==> src/inc/bmbe_map.svh <==
// constants for the bit manipulation and branch executor
`ifndef BMBE_MAP_SVH
`define BMBE_MAP_SVH
`define BMBE_OPC_BIT_CLRSET 8'h77
`define BMBE_OPC_BIT_OR     8'h07
`define BMBE_OPC_BIT_BRANCH 8'h37
`define BMBE_LEN_BIT_CLRSET 2'h2
`define BMBE_LEN_BIT_OR     2'h3
`define BMBE_LEN_BIT_BRANCH 2'h3
`define BMBE_CYC_BIT_CLRSET 4'h4
`define BMBE_CYC_BIT_OR     4'h6
`define BMBE_CYC_BIT_BRANCH 4'ha
`define BMBE_REG_MSB        7
`define BMBE_REG_LSB        4
`define BMBE_BIT_MSB        3
`define BMBE_BIT_LSB        1
`define BMBE_SEL_POS        0
`define BMBE_FLAG_Z         6
`define BMBE_FLAG_S         5
`define BMBE_WREG_BASE      8'hc0
`endif

==> src/inc/bmbe_pkg.sv <==
// types for the bit manipulation and branch executor
package bmbe_pkg;
	typedef enum logic [4:0] {
		BMBE_IDLE  = 5'b00001,
		BMBE_READ  = 5'b00010,
		BMBE_WAIT  = 5'b00100,
		BMBE_WRITE = 5'b01000,
		BMBE_DONE  = 5'b10000
	} bmbe_state_t;

	typedef enum logic [2:0] {
		BMBE_OP_CLR  = 3'h0,
		BMBE_OP_SET  = 3'h1,
		BMBE_OP_OR0  = 3'h2,
		BMBE_OP_ORB  = 3'h3,
		BMBE_OP_BRF  = 3'h4,
		BMBE_OP_BRT  = 3'h5,
		BMBE_OP_NONE = 3'h7
	} bmbe_op_t;
endpackage : bmbe_pkg

==> src/verilog/bmbe_exec.sv <==
// execution engine for bit clear, set, or and bit-test branches
`timescale 1ns/100ps
`default_nettype none
`include "bmbe_map.svh"
module bmbe_exec (
	// clock and reset
	input  wire logic        sys_clk,
	input  wire logic        arst_n,
	// instruction from the fetch unit, bytes already past the opcode
	input  wire logic        start,
	input  wire logic [7:0]  opcode,
	input  wire logic [7:0]  operand,
	input  wire logic [7:0]  third,
	input  wire logic [15:0] program_counter,
	// register file read port, data valid the cycle after the address
	output logic      [7:0]  rf_raddr,
	input  wire logic [7:0]  rf_rdata,
	// register file write port
	output logic             rf_we,
	output logic      [7:0]  rf_waddr,
	output logic      [7:0]  rf_wdata,
	// flags in and out
	input  wire logic [7:0]  flags_in,
	output logic             flags_we,
	output logic      [7:0]  flags_out,
	// program counter update
	output logic             pc_we,
	output logic      [15:0] pc_next,
	// status
	output logic             busy,
	output logic             done,
	output logic             illegal
);
	// complete block state
	typedef struct packed {
		bmbe_pkg::bmbe_state_t st;
		bmbe_pkg::bmbe_op_t    op;
		logic [3:0]            cnt;
		logic [7:0]            raddr;
		logic [7:0]            waddr;
		logic [7:0]            xval;
		logic                  xok;
		logic [2:0]            bidx;
		logic [7:0]            disp;
		logic [15:0]           pc;
		logic                  we;
		logic [7:0]            wdata;
		logic                  fwe;
		logic [7:0]            fout;
		logic                  pwe;
		logic [15:0]           pnext;
		logic                  busy;
		logic                  done;
		logic                  ill;
	} bmbe_state_s_t;

	bmbe_state_s_t      r;
	bmbe_state_s_t      next_r;
	bmbe_pkg::bmbe_op_t dec_op;
	logic [1:0]         dec_len;
	logic [3:0]         dec_cyc;

	// working register number maps into the fixed working bank at 8'hc0
	function automatic logic [7:0] wreg(input logic [3:0] n);
		wreg = `BMBE_WREG_BASE | {4'h0, n};
	endfunction

	// one-hot bit mask for a 3-bit index
	function automatic logic [7:0] bmask(input logic [2:0] b);
		bmask = 8'h01 << b;
	endfunction

	bmbe_decode u_decode (
		.opcode  (opcode),
		.operand (operand),
		.op      (dec_op),
		.length  (dec_len),
		.cycles  (dec_cyc)
	);

	// next-state logic; every instruction runs for its full cycle count so
	// the core's timing matches the documented figures exactly
	always_comb begin
		logic [7:0] src;
		// a bit-or naming one register twice reads it once; that read is the source
		src         = r.xok ? r.xval : rf_rdata;
		next_r      = r;
		next_r.we   = 1'b0;
		next_r.fwe  = 1'b0;
		next_r.pwe  = 1'b0;
		next_r.done = 1'b0;
		next_r.ill  = 1'b0;
		unique case (r.st)
			bmbe_pkg::BMBE_IDLE: begin
				if (start) begin
					next_r.op   = dec_op;
					next_r.cnt  = dec_cyc - 4'h1;
					next_r.bidx = operand[`BMBE_BIT_MSB:`BMBE_BIT_LSB];
					next_r.disp = third;
					next_r.pc   = program_counter;
					next_r.xval = 8'h00;
					next_r.xok  = 1'b0;
					next_r.raddr = wreg(operand[`BMBE_REG_MSB:`BMBE_REG_LSB]);
					next_r.waddr = wreg(operand[`BMBE_REG_MSB:`BMBE_REG_LSB]);
					if (dec_op == bmbe_pkg::BMBE_OP_OR0) begin
						// destination is working reg; third byte names the source
						next_r.raddr = third;
					end
					if (dec_op == bmbe_pkg::BMBE_OP_ORB) begin
						next_r.waddr = third;
					end
					if (dec_op == bmbe_pkg::BMBE_OP_NONE) begin
						next_r.ill  = 1'b1;
						next_r.done = 1'b1;
					end else begin
						next_r.busy = 1'b1;
						next_r.st   = bmbe_pkg::BMBE_READ;
					end
				end
			end
			bmbe_pkg::BMBE_READ: begin
				// first read: the operand whose bit is tested or combined
				next_r.cnt = r.cnt - 4'h1;
				next_r.st  = bmbe_pkg::BMBE_WAIT;
			end
			bmbe_pkg::BMBE_WAIT: begin
				next_r.cnt = r.cnt - 4'h1;
				if (r.op == bmbe_pkg::BMBE_OP_OR0 || r.op == bmbe_pkg::BMBE_OP_ORB) begin
					// capture one operand, then read the one to be written
					if (r.raddr != r.waddr) begin
						next_r.xval  = rf_rdata;
						next_r.xok   = 1'b1;
						next_r.raddr = r.waddr;
						next_r.st    = bmbe_pkg::BMBE_READ;
						// collapse to write when both addresses now match
						next_r.waddr = r.waddr;
					end else begin
						next_r.st = bmbe_pkg::BMBE_WRITE;
					end
				end else begin
					next_r.st = bmbe_pkg::BMBE_WRITE;
				end
				if (r.raddr == r.waddr) begin
					next_r.st = bmbe_pkg::BMBE_WRITE;
					unique case (r.op)
						bmbe_pkg::BMBE_OP_CLR: begin
							next_r.we    = 1'b1;
							next_r.wdata = rf_rdata & ~bmask(r.bidx);
						end
						bmbe_pkg::BMBE_OP_SET: begin
							next_r.we    = 1'b1;
							next_r.wdata = rf_rdata | bmask(r.bidx);
						end
						// src bit b into dst bit 0
						bmbe_pkg::BMBE_OP_OR0: begin
							next_r.we    = 1'b1;
							next_r.wdata = rf_rdata | {7'h00, src[r.bidx]};
							// zero from result bit, sign cleared
							next_r.fwe   = 1'b1;
							next_r.fout  = flags_in;
							next_r.fout[`BMBE_FLAG_Z] = ~(rf_rdata[0] | src[r.bidx]);
							next_r.fout[`BMBE_FLAG_S] = 1'b0;
						end
						// working bit 0 into dst bit b
						bmbe_pkg::BMBE_OP_ORB: begin
							next_r.we    = 1'b1;
							next_r.wdata = rf_rdata | (src[0] ? bmask(r.bidx) : 8'h00);
							// zero from result bit, sign cleared
							next_r.fwe   = 1'b1;
							next_r.fout  = flags_in;
							next_r.fout[`BMBE_FLAG_Z] = ~(rf_rdata[r.bidx] | src[0]);
							next_r.fout[`BMBE_FLAG_S] = 1'b0;
						end
						bmbe_pkg::BMBE_OP_BRF: begin
							next_r.pwe = ~rf_rdata[r.bidx];
						end
						bmbe_pkg::BMBE_OP_BRT: begin
							next_r.pwe = rf_rdata[r.bidx];
						end
						default: begin
							next_r.we = 1'b0;
						end
					endcase
					next_r.pnext = r.pc + {{8{r.disp[7]}}, r.disp};
				end
			end
			bmbe_pkg::BMBE_WRITE: begin
				// pad out to the instruction's documented cycle count
				next_r.cnt = r.cnt - 4'h1;
				if (r.cnt <= 4'h1) begin
					next_r.st = bmbe_pkg::BMBE_DONE;
				end
			end
			bmbe_pkg::BMBE_DONE: begin
				next_r.busy = 1'b0;
				next_r.done = 1'b1;
				next_r.st   = bmbe_pkg::BMBE_IDLE;
			end
		endcase
	end

	// single state register
	always_ff @(posedge sys_clk or negedge arst_n) begin
		if (!arst_n) begin
			r <= '{st: bmbe_pkg::BMBE_IDLE, op: bmbe_pkg::BMBE_OP_NONE, default: '0};
		end else begin
			r <= next_r;
		end
	end

	// outputs straight from the state flops
	assign rf_raddr  = r.raddr;
	assign rf_we     = r.we;
	assign rf_waddr  = r.waddr;
	assign rf_wdata  = r.wdata;
	assign flags_we  = r.fwe;
	assign flags_out = r.fout;
	assign pc_we     = r.pwe;
	assign pc_next   = r.pnext;
	assign busy      = r.busy;
	assign done      = r.done;
	assign illegal   = r.ill;
endmodule // bmbe_exec
`default_nettype wire

==> src/verilog/bmbe_decode.sv <==
// decoder from opcode and second byte to operation, length and cycle count
`timescale 1ns/100ps
`default_nettype none
`include "bmbe_map.svh"
module bmbe_decode (
	// instruction bytes
	input  wire logic [7:0]       opcode,
	input  wire logic [7:0]       operand,
	// decoded result
	output var  bmbe_pkg::bmbe_op_t op,
	output logic      [1:0]       length,
	output logic      [3:0]       cycles
);
	logic sel;

	// selector sits in the lsb of the second byte
	// operand byte layout
	assign sel = operand[`BMBE_SEL_POS];

	// opcode decode; unknown opcodes give BMBE_OP_NONE so the core flags them illegal
	always_comb begin
		op     = bmbe_pkg::BMBE_OP_NONE;
		length = 2'h0;
		cycles = 4'h0;
		unique case (opcode)
			`BMBE_OPC_BIT_CLRSET: begin
				op     = sel ? bmbe_pkg::BMBE_OP_SET : bmbe_pkg::BMBE_OP_CLR;
				length = `BMBE_LEN_BIT_CLRSET;
				cycles = `BMBE_CYC_BIT_CLRSET;
			end
			`BMBE_OPC_BIT_OR: begin
				op     = sel ? bmbe_pkg::BMBE_OP_ORB : bmbe_pkg::BMBE_OP_OR0;
				length = `BMBE_LEN_BIT_OR;
				cycles = `BMBE_CYC_BIT_OR;
			end
			`BMBE_OPC_BIT_BRANCH: begin
				op     = sel ? bmbe_pkg::BMBE_OP_BRT : bmbe_pkg::BMBE_OP_BRF;
				length = `BMBE_LEN_BIT_BRANCH;
				cycles = `BMBE_CYC_BIT_BRANCH;
			end
			default: begin
				op     = bmbe_pkg::BMBE_OP_NONE;
				length = 2'h0;
				cycles = 4'h0;
			end
		endcase
	end
endmodule // bmbe_decode
`default_nettype wire

==> config.mk <==
export PLATFORM = sky130hd
export DESIGN_NAME = bmbe_exec
export DESIGN_NICKNAME = d
export VERILOG_FILES = /design/src/inc/bmbe_pkg.sv /design/src/verilog/bmbe_exec.sv /design/src/verilog/bmbe_decode.sv
export VERILOG_INCLUDE_DIRS = /design/src /design/src/inc
export SDC_FILE = /design/constraint.sdc
export NUM_CORES = 1
export LEC_CHECK = 0
export ABC_CLOCK_PERIOD_IN_PS = 2450
export BUFFER_PORTS_ARGS = -buffer_cell sky130_fd_sc_hd__buf_2
export CAP_MARGIN = 20
export CORE_MARGIN = 3
export CORE_UTILIZATION = 40
export CTS_BUF_LIST = sky130_fd_sc_hd__clkbuf_16
export CTS_CLUSTER_SIZE = 14
export DETAILED_ROUTE_END_ITERATION = 12
export HOLD_SLACK_MARGIN = 0.08
export SLEW_MARGIN = 20
export SYNTH_ARGS = -nofsm -noshare
export SYNTH_HDL_FRONTEND = slang
export SYNTH_SLANG_ARGS = --single-unit
==> constraint.sdc <==
create_clock -name sys_clk -period 2.45 [get_ports sys_clk]
set_input_delay 0.245 -clock sys_clk [delete_from_list [all_inputs] [get_ports sys_clk]]
set_output_delay 0.245 -clock sys_clk [all_outputs]
set_load 0.01 [all_outputs]
* After elaboration in Yosys (flattened, before gate mapping)
Index checks and enable logic that the tools add are counted.
** Cells by class
- Mux-type cells :: 35
- Order comparisons :: 2
- Bitwise gates (word level) :: 11
- Eq/ne operators :: 23
- $add $sub $neg :: 3
- Shift-type cells :: 1
- Reductions and logical operators :: 18
** Operator list (count)
- $mux 35 :: 2
- $mux 64 :: 1
- $mux 25 :: 2
- $pmux 25 s2 :: 1
- $mux 8 :: 4
- $pmux 8 s4 :: 1
- $pmux 5 s5 :: 1
- $mux 5 :: 4
- $pmux 9 s2 :: 1
- $add 16x16->16 :: 1
- $or 8x8->8 :: 2
- $reduce_and 3->1 :: 5
- $eq 3x2->1 const B :: 4
- $pmux 4 s3 :: 1
- $ne 2x2->1 const B :: 5
- $eq 3x3->1 const B :: 3
- $pmux 3 s3 :: 1
- $and 8x8->8 :: 1
- $eq 8x3->1 const B :: 1
- $eq 8x6->1 const B :: 1
- $eq 8x7->1 const B :: 1
- $eq 8x8->1 :: 1
- $mux 1 :: 8
- $ne 8x8->1 :: 1
- 29 further kinds :: 40
** Word-level totals
- Word-level logic and storage cells :: 112
- Input bits :: 59
- Register bits after elaboration :: 102

* Depth between registers and ports, before layout
- Depth in word-level cells :: 8
- Depth in mapped cells :: 9
- Mapped depth without buffers :: 9

* Hierarchy
From an unflattened synthesis, not the netlist that was laid out.
** Second synthesis, totals
- Cells, all modules :: 550
- Area total of the unflattened synthesis :: 5703.0 µm²
** Modules (own cells, without submodules)
- bmbe_exec :: cells each 534, times used 1, area an instance 5586.6 µm²
- bmbe_decode :: cells each 16, times used 1, area an instance 116.4 µm²

* Worst setup path before layout
OpenSTA, ideal clock, no wires.
- Path type :: reg2reg
- From :: register r[61] (netlist name)
- To :: register r (netlist bit pc_next[15])
- Period minus slack after synthesis :: 2126 ps
- Arrival time :: 2000 ps
- Required time :: 2324 ps
- Stages on the path, launching flop included :: 7
- Setup slack :: 324 ps
- Path through :: dfrtp_1 > ha_1 > clkbuf_1 > nand3_1 > o31ai_1 > o21ai_0 > a221o_1
** Between the ends
- Word-level cells in the longest chain between the ends :: 1
** Ends and longest elaborated chain
- from (decl) :: RTL line bmbe_exec.sv:57 : bmbe_state_s_t r;
- from (signal assigned) :: RTL line bmbe_exec.sv:207 : r <= next_r;
- $add 16x16->16 :: RTL line bmbe_exec.sv:184 : next_r.pnext = r.pc + {{8{r.disp[7]}}, r.disp};
Every way passes these cells.
A chain may end at the register's enable or synchronous reset.

* Worst setup path in the final report
Ends and elaborated chain as after synthesis.

==> summary.md <==
| Metric | Value |
|---|---|
| Cts bufs inserted | 9 |
| Slew @ Worst Pin | about 630 ps |
| Synth Cell Area | around 0.0059 mm2 |
| Dpl cell area | ~0.0063 mm2 |
| Fraction of layout cells with a size suffix above 1 | 0.266 |
| Die Ht | ~130 um |
| Sw frac | 0.400 |
| Initial Util | 0.415 |
| Distinct cells, synth | 73 |
| ANT cells | 0 |
| Die width | roughly 130 um |
| Post-synthesis register bit count | about 100 |
| Clk pwr share | 0.200 |
| Core area | around 0.014 mm2 |
| Initial antenna violation count | 0 |
| GP Congestion | 0.890 |
| Post-synthesis instance total | ~600 |
| Setup Buffers After CTS | 0 |
| Total grt overflow | 0 |
| Max-Cap Viols | 0 |
| Max VDD drop | a little over 0.4 mV |
| Avg Cell Area, Syn | 9.53 um2 |
| Nets | between 700 and 800 |
| Max Clock Freq | roughly 440 MHz |
| Mapped Nets | ~700 |
| Seq/Total Area, Yosys | 0.433 |
| Worst R2R Setup Slack | around 200 ps |
| Setup WS post-layout | between 150 and 200 ps |
| Clock buffer depth | 2 |
| Crit Path Max Fanout | 7 |
| Worst slew margin relative to its limit | 0.578 |
| Cell Pwr Density | about 1100 mW/mm2 |
| H-Tree Depth | 3 |
| IO Count | around 110 |
| Worst skew pair latency | ~350 ps |
| Slew Limit Fails | 0 |
| Post-route cell area | 0.00671 mm2 |
| Post-synth EDFFs | 0 |
| CTS tree | built |
| RSZ-0062 raised after global routing | no |
| Hold Violations, Final | 0 |
| Synth Flop Type | dfrtp_1 |
| Setup WS pre-CTS | approximately 93 ps |
| Lkg Pwr | ~3.3 nW |
| DR WL/cell | about 16 um |
| Hold Path Class | in -> reg |
| Sequential share of power | 0.351 |
| Drt first pass iters | 4 |
| Yosys warns | 0 |
| DRT Wirelength | between 10000 and 15000 um |
| Post-route DRC | 0 |
| GRT Total Usage | 0.178 |
| Number of fill cells | roughly 1300 |
| Worst setup path category | reg -> reg |
| P_int | about 4.5 mW |
| First-pass GRT wire length | around 23000 um |
| Status | finished, final reports clean |
| Setup violators final | 0 |
| Tmin final | 2250 ps |
| Largest net degree at the start of global routing | slightly above 60 |
| Finished Core Util | 0.476 |
| P_sw | roughly 3.0 mW |
| Synth top area share | 0.415 |
| Port bufs | roughly 110 |
| Final Cycle Share | 0.920 |
| Combinational cell fraction of total power | 0.449 |
| Clk sinks | 101 |
| CP arrival | roughly 2500 ps |
| Async SR Flop Fraction | 1.00 |
| Vias in the first global route | around 4500 |
| Startpoint types | flop |
| Via density | roughly 5.3 |
| Initial drt markers | 280 |
| Area grow syn2layout | 14.7% |
| HPWL after DPL | about 10000 um |
| Worst Setup End Kind | flop |
| Clk_skew | a little over 9 ps |
| Std-Cell Rows | 43 |
| Routed vias | 4629 |
| Reg clk slew, reported paths | approximately 70 ps |
| CTS Root Cell | clkbuf_16 |
| Final ANT Viol Nets | 0 |
| CP required | between 2000 and 3000 ps |
| Dominant cells by area after synthesis | dfrtp_1, nand2_1, buf_4 |
| Setup TNS | 0 ps |
| Die ar. | roughly 0.016 mm2 |
| Most area-hungry cell type in the Yosys netlist | dfrtp_1 |
Yosys cell counts (all sizes together) (3+ instances only):
cell type,count
clkbuf,12
nand2,140
nand4,4
o21a,4
o221ai,7
a21oi,19
nor2,27
ha,18
o311ai,4
xor2,4
buf,57
mux2i,16
dfstp,4
nor2b,7
a21o,4
a211oi,3
mux2,23
nand2b,6
o211ai,3
o21ai,48
xnor2,14
a2111o,3
inv,17
and4,3
mux4,3
o22ai,3
o31ai,3
nor3,7
or2,4
a211o,3
nand3,5
dfrtp,97
power groups by stage:
stage | sequential, mW | combinational (mW) | clock, mW
after global routing | 2.70 | 3.77 | 1.62
after CTS | 2.63 | 3.32 | 1.55
after global placement | 2.63 | 3.20 | 0
final | 2.62 | 3.36 | 1.49
after floorplan | 2.48 | 2.70 | 0
after detailed placement | 2.66 | 3.30 | 0
timing repair:
| item | CTS | global route |
|---|---|---|
| setup endpoints to repair | 0 | 4 |
| hold buffers | 8 | 0 |
| endpoints found under the hold margin | 46 | 0 |
| resized for setup | 0 | 3 |
cells by family after synthesis:
| family | share of synthesized area |
|---|---|
| adders and majority gates | 0.0419 |
| buffers and inverters | 0.0894 |
| DFF | 0.433 |
| and+or+nand+nor | 0.173 |
| AOI/OAI and AO/OA | 0.153 |
| muxes | 0.0832 |
| xor gates and xnor gates | 0.0269 |
| other | 0.000641 |
per-layer routing:
metal	global-route usage	vias to the layer above	part of all wire
li1	-	2255	-
met4	0.0517	0	0.014
met1	0.247	2242	0.46
met5	0	-	0
met2	0.275	118	0.47
met3	0.0476	14	0.051
final cells by class:
| cell class | count | area (um2) | share of cell area |
|---|---|---|---|
| clock buffer | 9 | 225 | 0.0336 |
| clock inverter | 7 | 82.6 | 0.0123 |
| inverter | 17 | 63.8 | 0.00951 |
| multi-input combinational | 427 | 2810 | 0.419 |
| sequential | 101 | 2530 | 0.377 |
| tap | 180 | 225 | 0.0336 |
| timing repair buffer | 134 | 768 | 0.114 |
state kept, by name (all words and copies together), names as in the netlist:
register,cells
rf_we,1
done,1
pc_next,16
rf_waddr,8
flags_out,7
illegal,1
busy,1
rf_wdata,8
r,48
flags_we,1
rf_raddr,8
pc_we,1
path summary, 6_finish.rpt:
check                                            start                      end  depth (start not counted)
worst max-delay path                 r[61]$_DFFE_PN0P_  pc_next[15]$_DFFE_PN0P_                          7
max in group asynchronous                       arst_n        r[95]$_DFFE_PN1P_                          3
min in group asynchronous                       arst_n   pc_next[7]$_DFFE_PN0P_                          2
worst min-delay path                program_counter[3]        r[41]$_DFFE_PN0P_                          3
worst min register to register  pc_next[6]$_DFFE_PN0P_   pc_next[6]$_DFFE_PN0P_                          1
worst max register to register       r[61]$_DFFE_PN0P_  pc_next[15]$_DFFE_PN0P_                          7
critical path, cell delays in order, from the launching register on:
cell      delay, ps
dfrtp_1         450
buf_4           190
ha_1            370
a21oi_1         190
o21ai_0         130
or2_2           300
o2111a_1        240
a221o_1         250
layout by cell type (no fill, tap or decap), types with 6 or more instances in the layout:
cell / instances
nor2_1: 24
clkbuf_16: 9
nand2_1: 140
o221ai_1: 7
mux2i_1: 16
nand2b_1: 6
inv_1: 19
nor3_1: 6
xnor2_1: 14
buf_4: 17
mux2_2: 23
dfrtp_1: 97
o21ai_0: 46
ha_1: 18
nor2b_1: 7
buf_2: 108
dlygate4sd3_1: 8
a21oi_1: 19
per-stage QoR:
step                hold WS (ps)  cells  total power, mW
floorplan                  -50.6    614             5.18
global placement             275    851             5.83
detailed placement           283    851             5.95
CTS                         82.8    875             7.50
global route                89.0    875             8.10
finish                      90.6    875             7.47
Note: power is estimated with default switching activity, not from simulation.
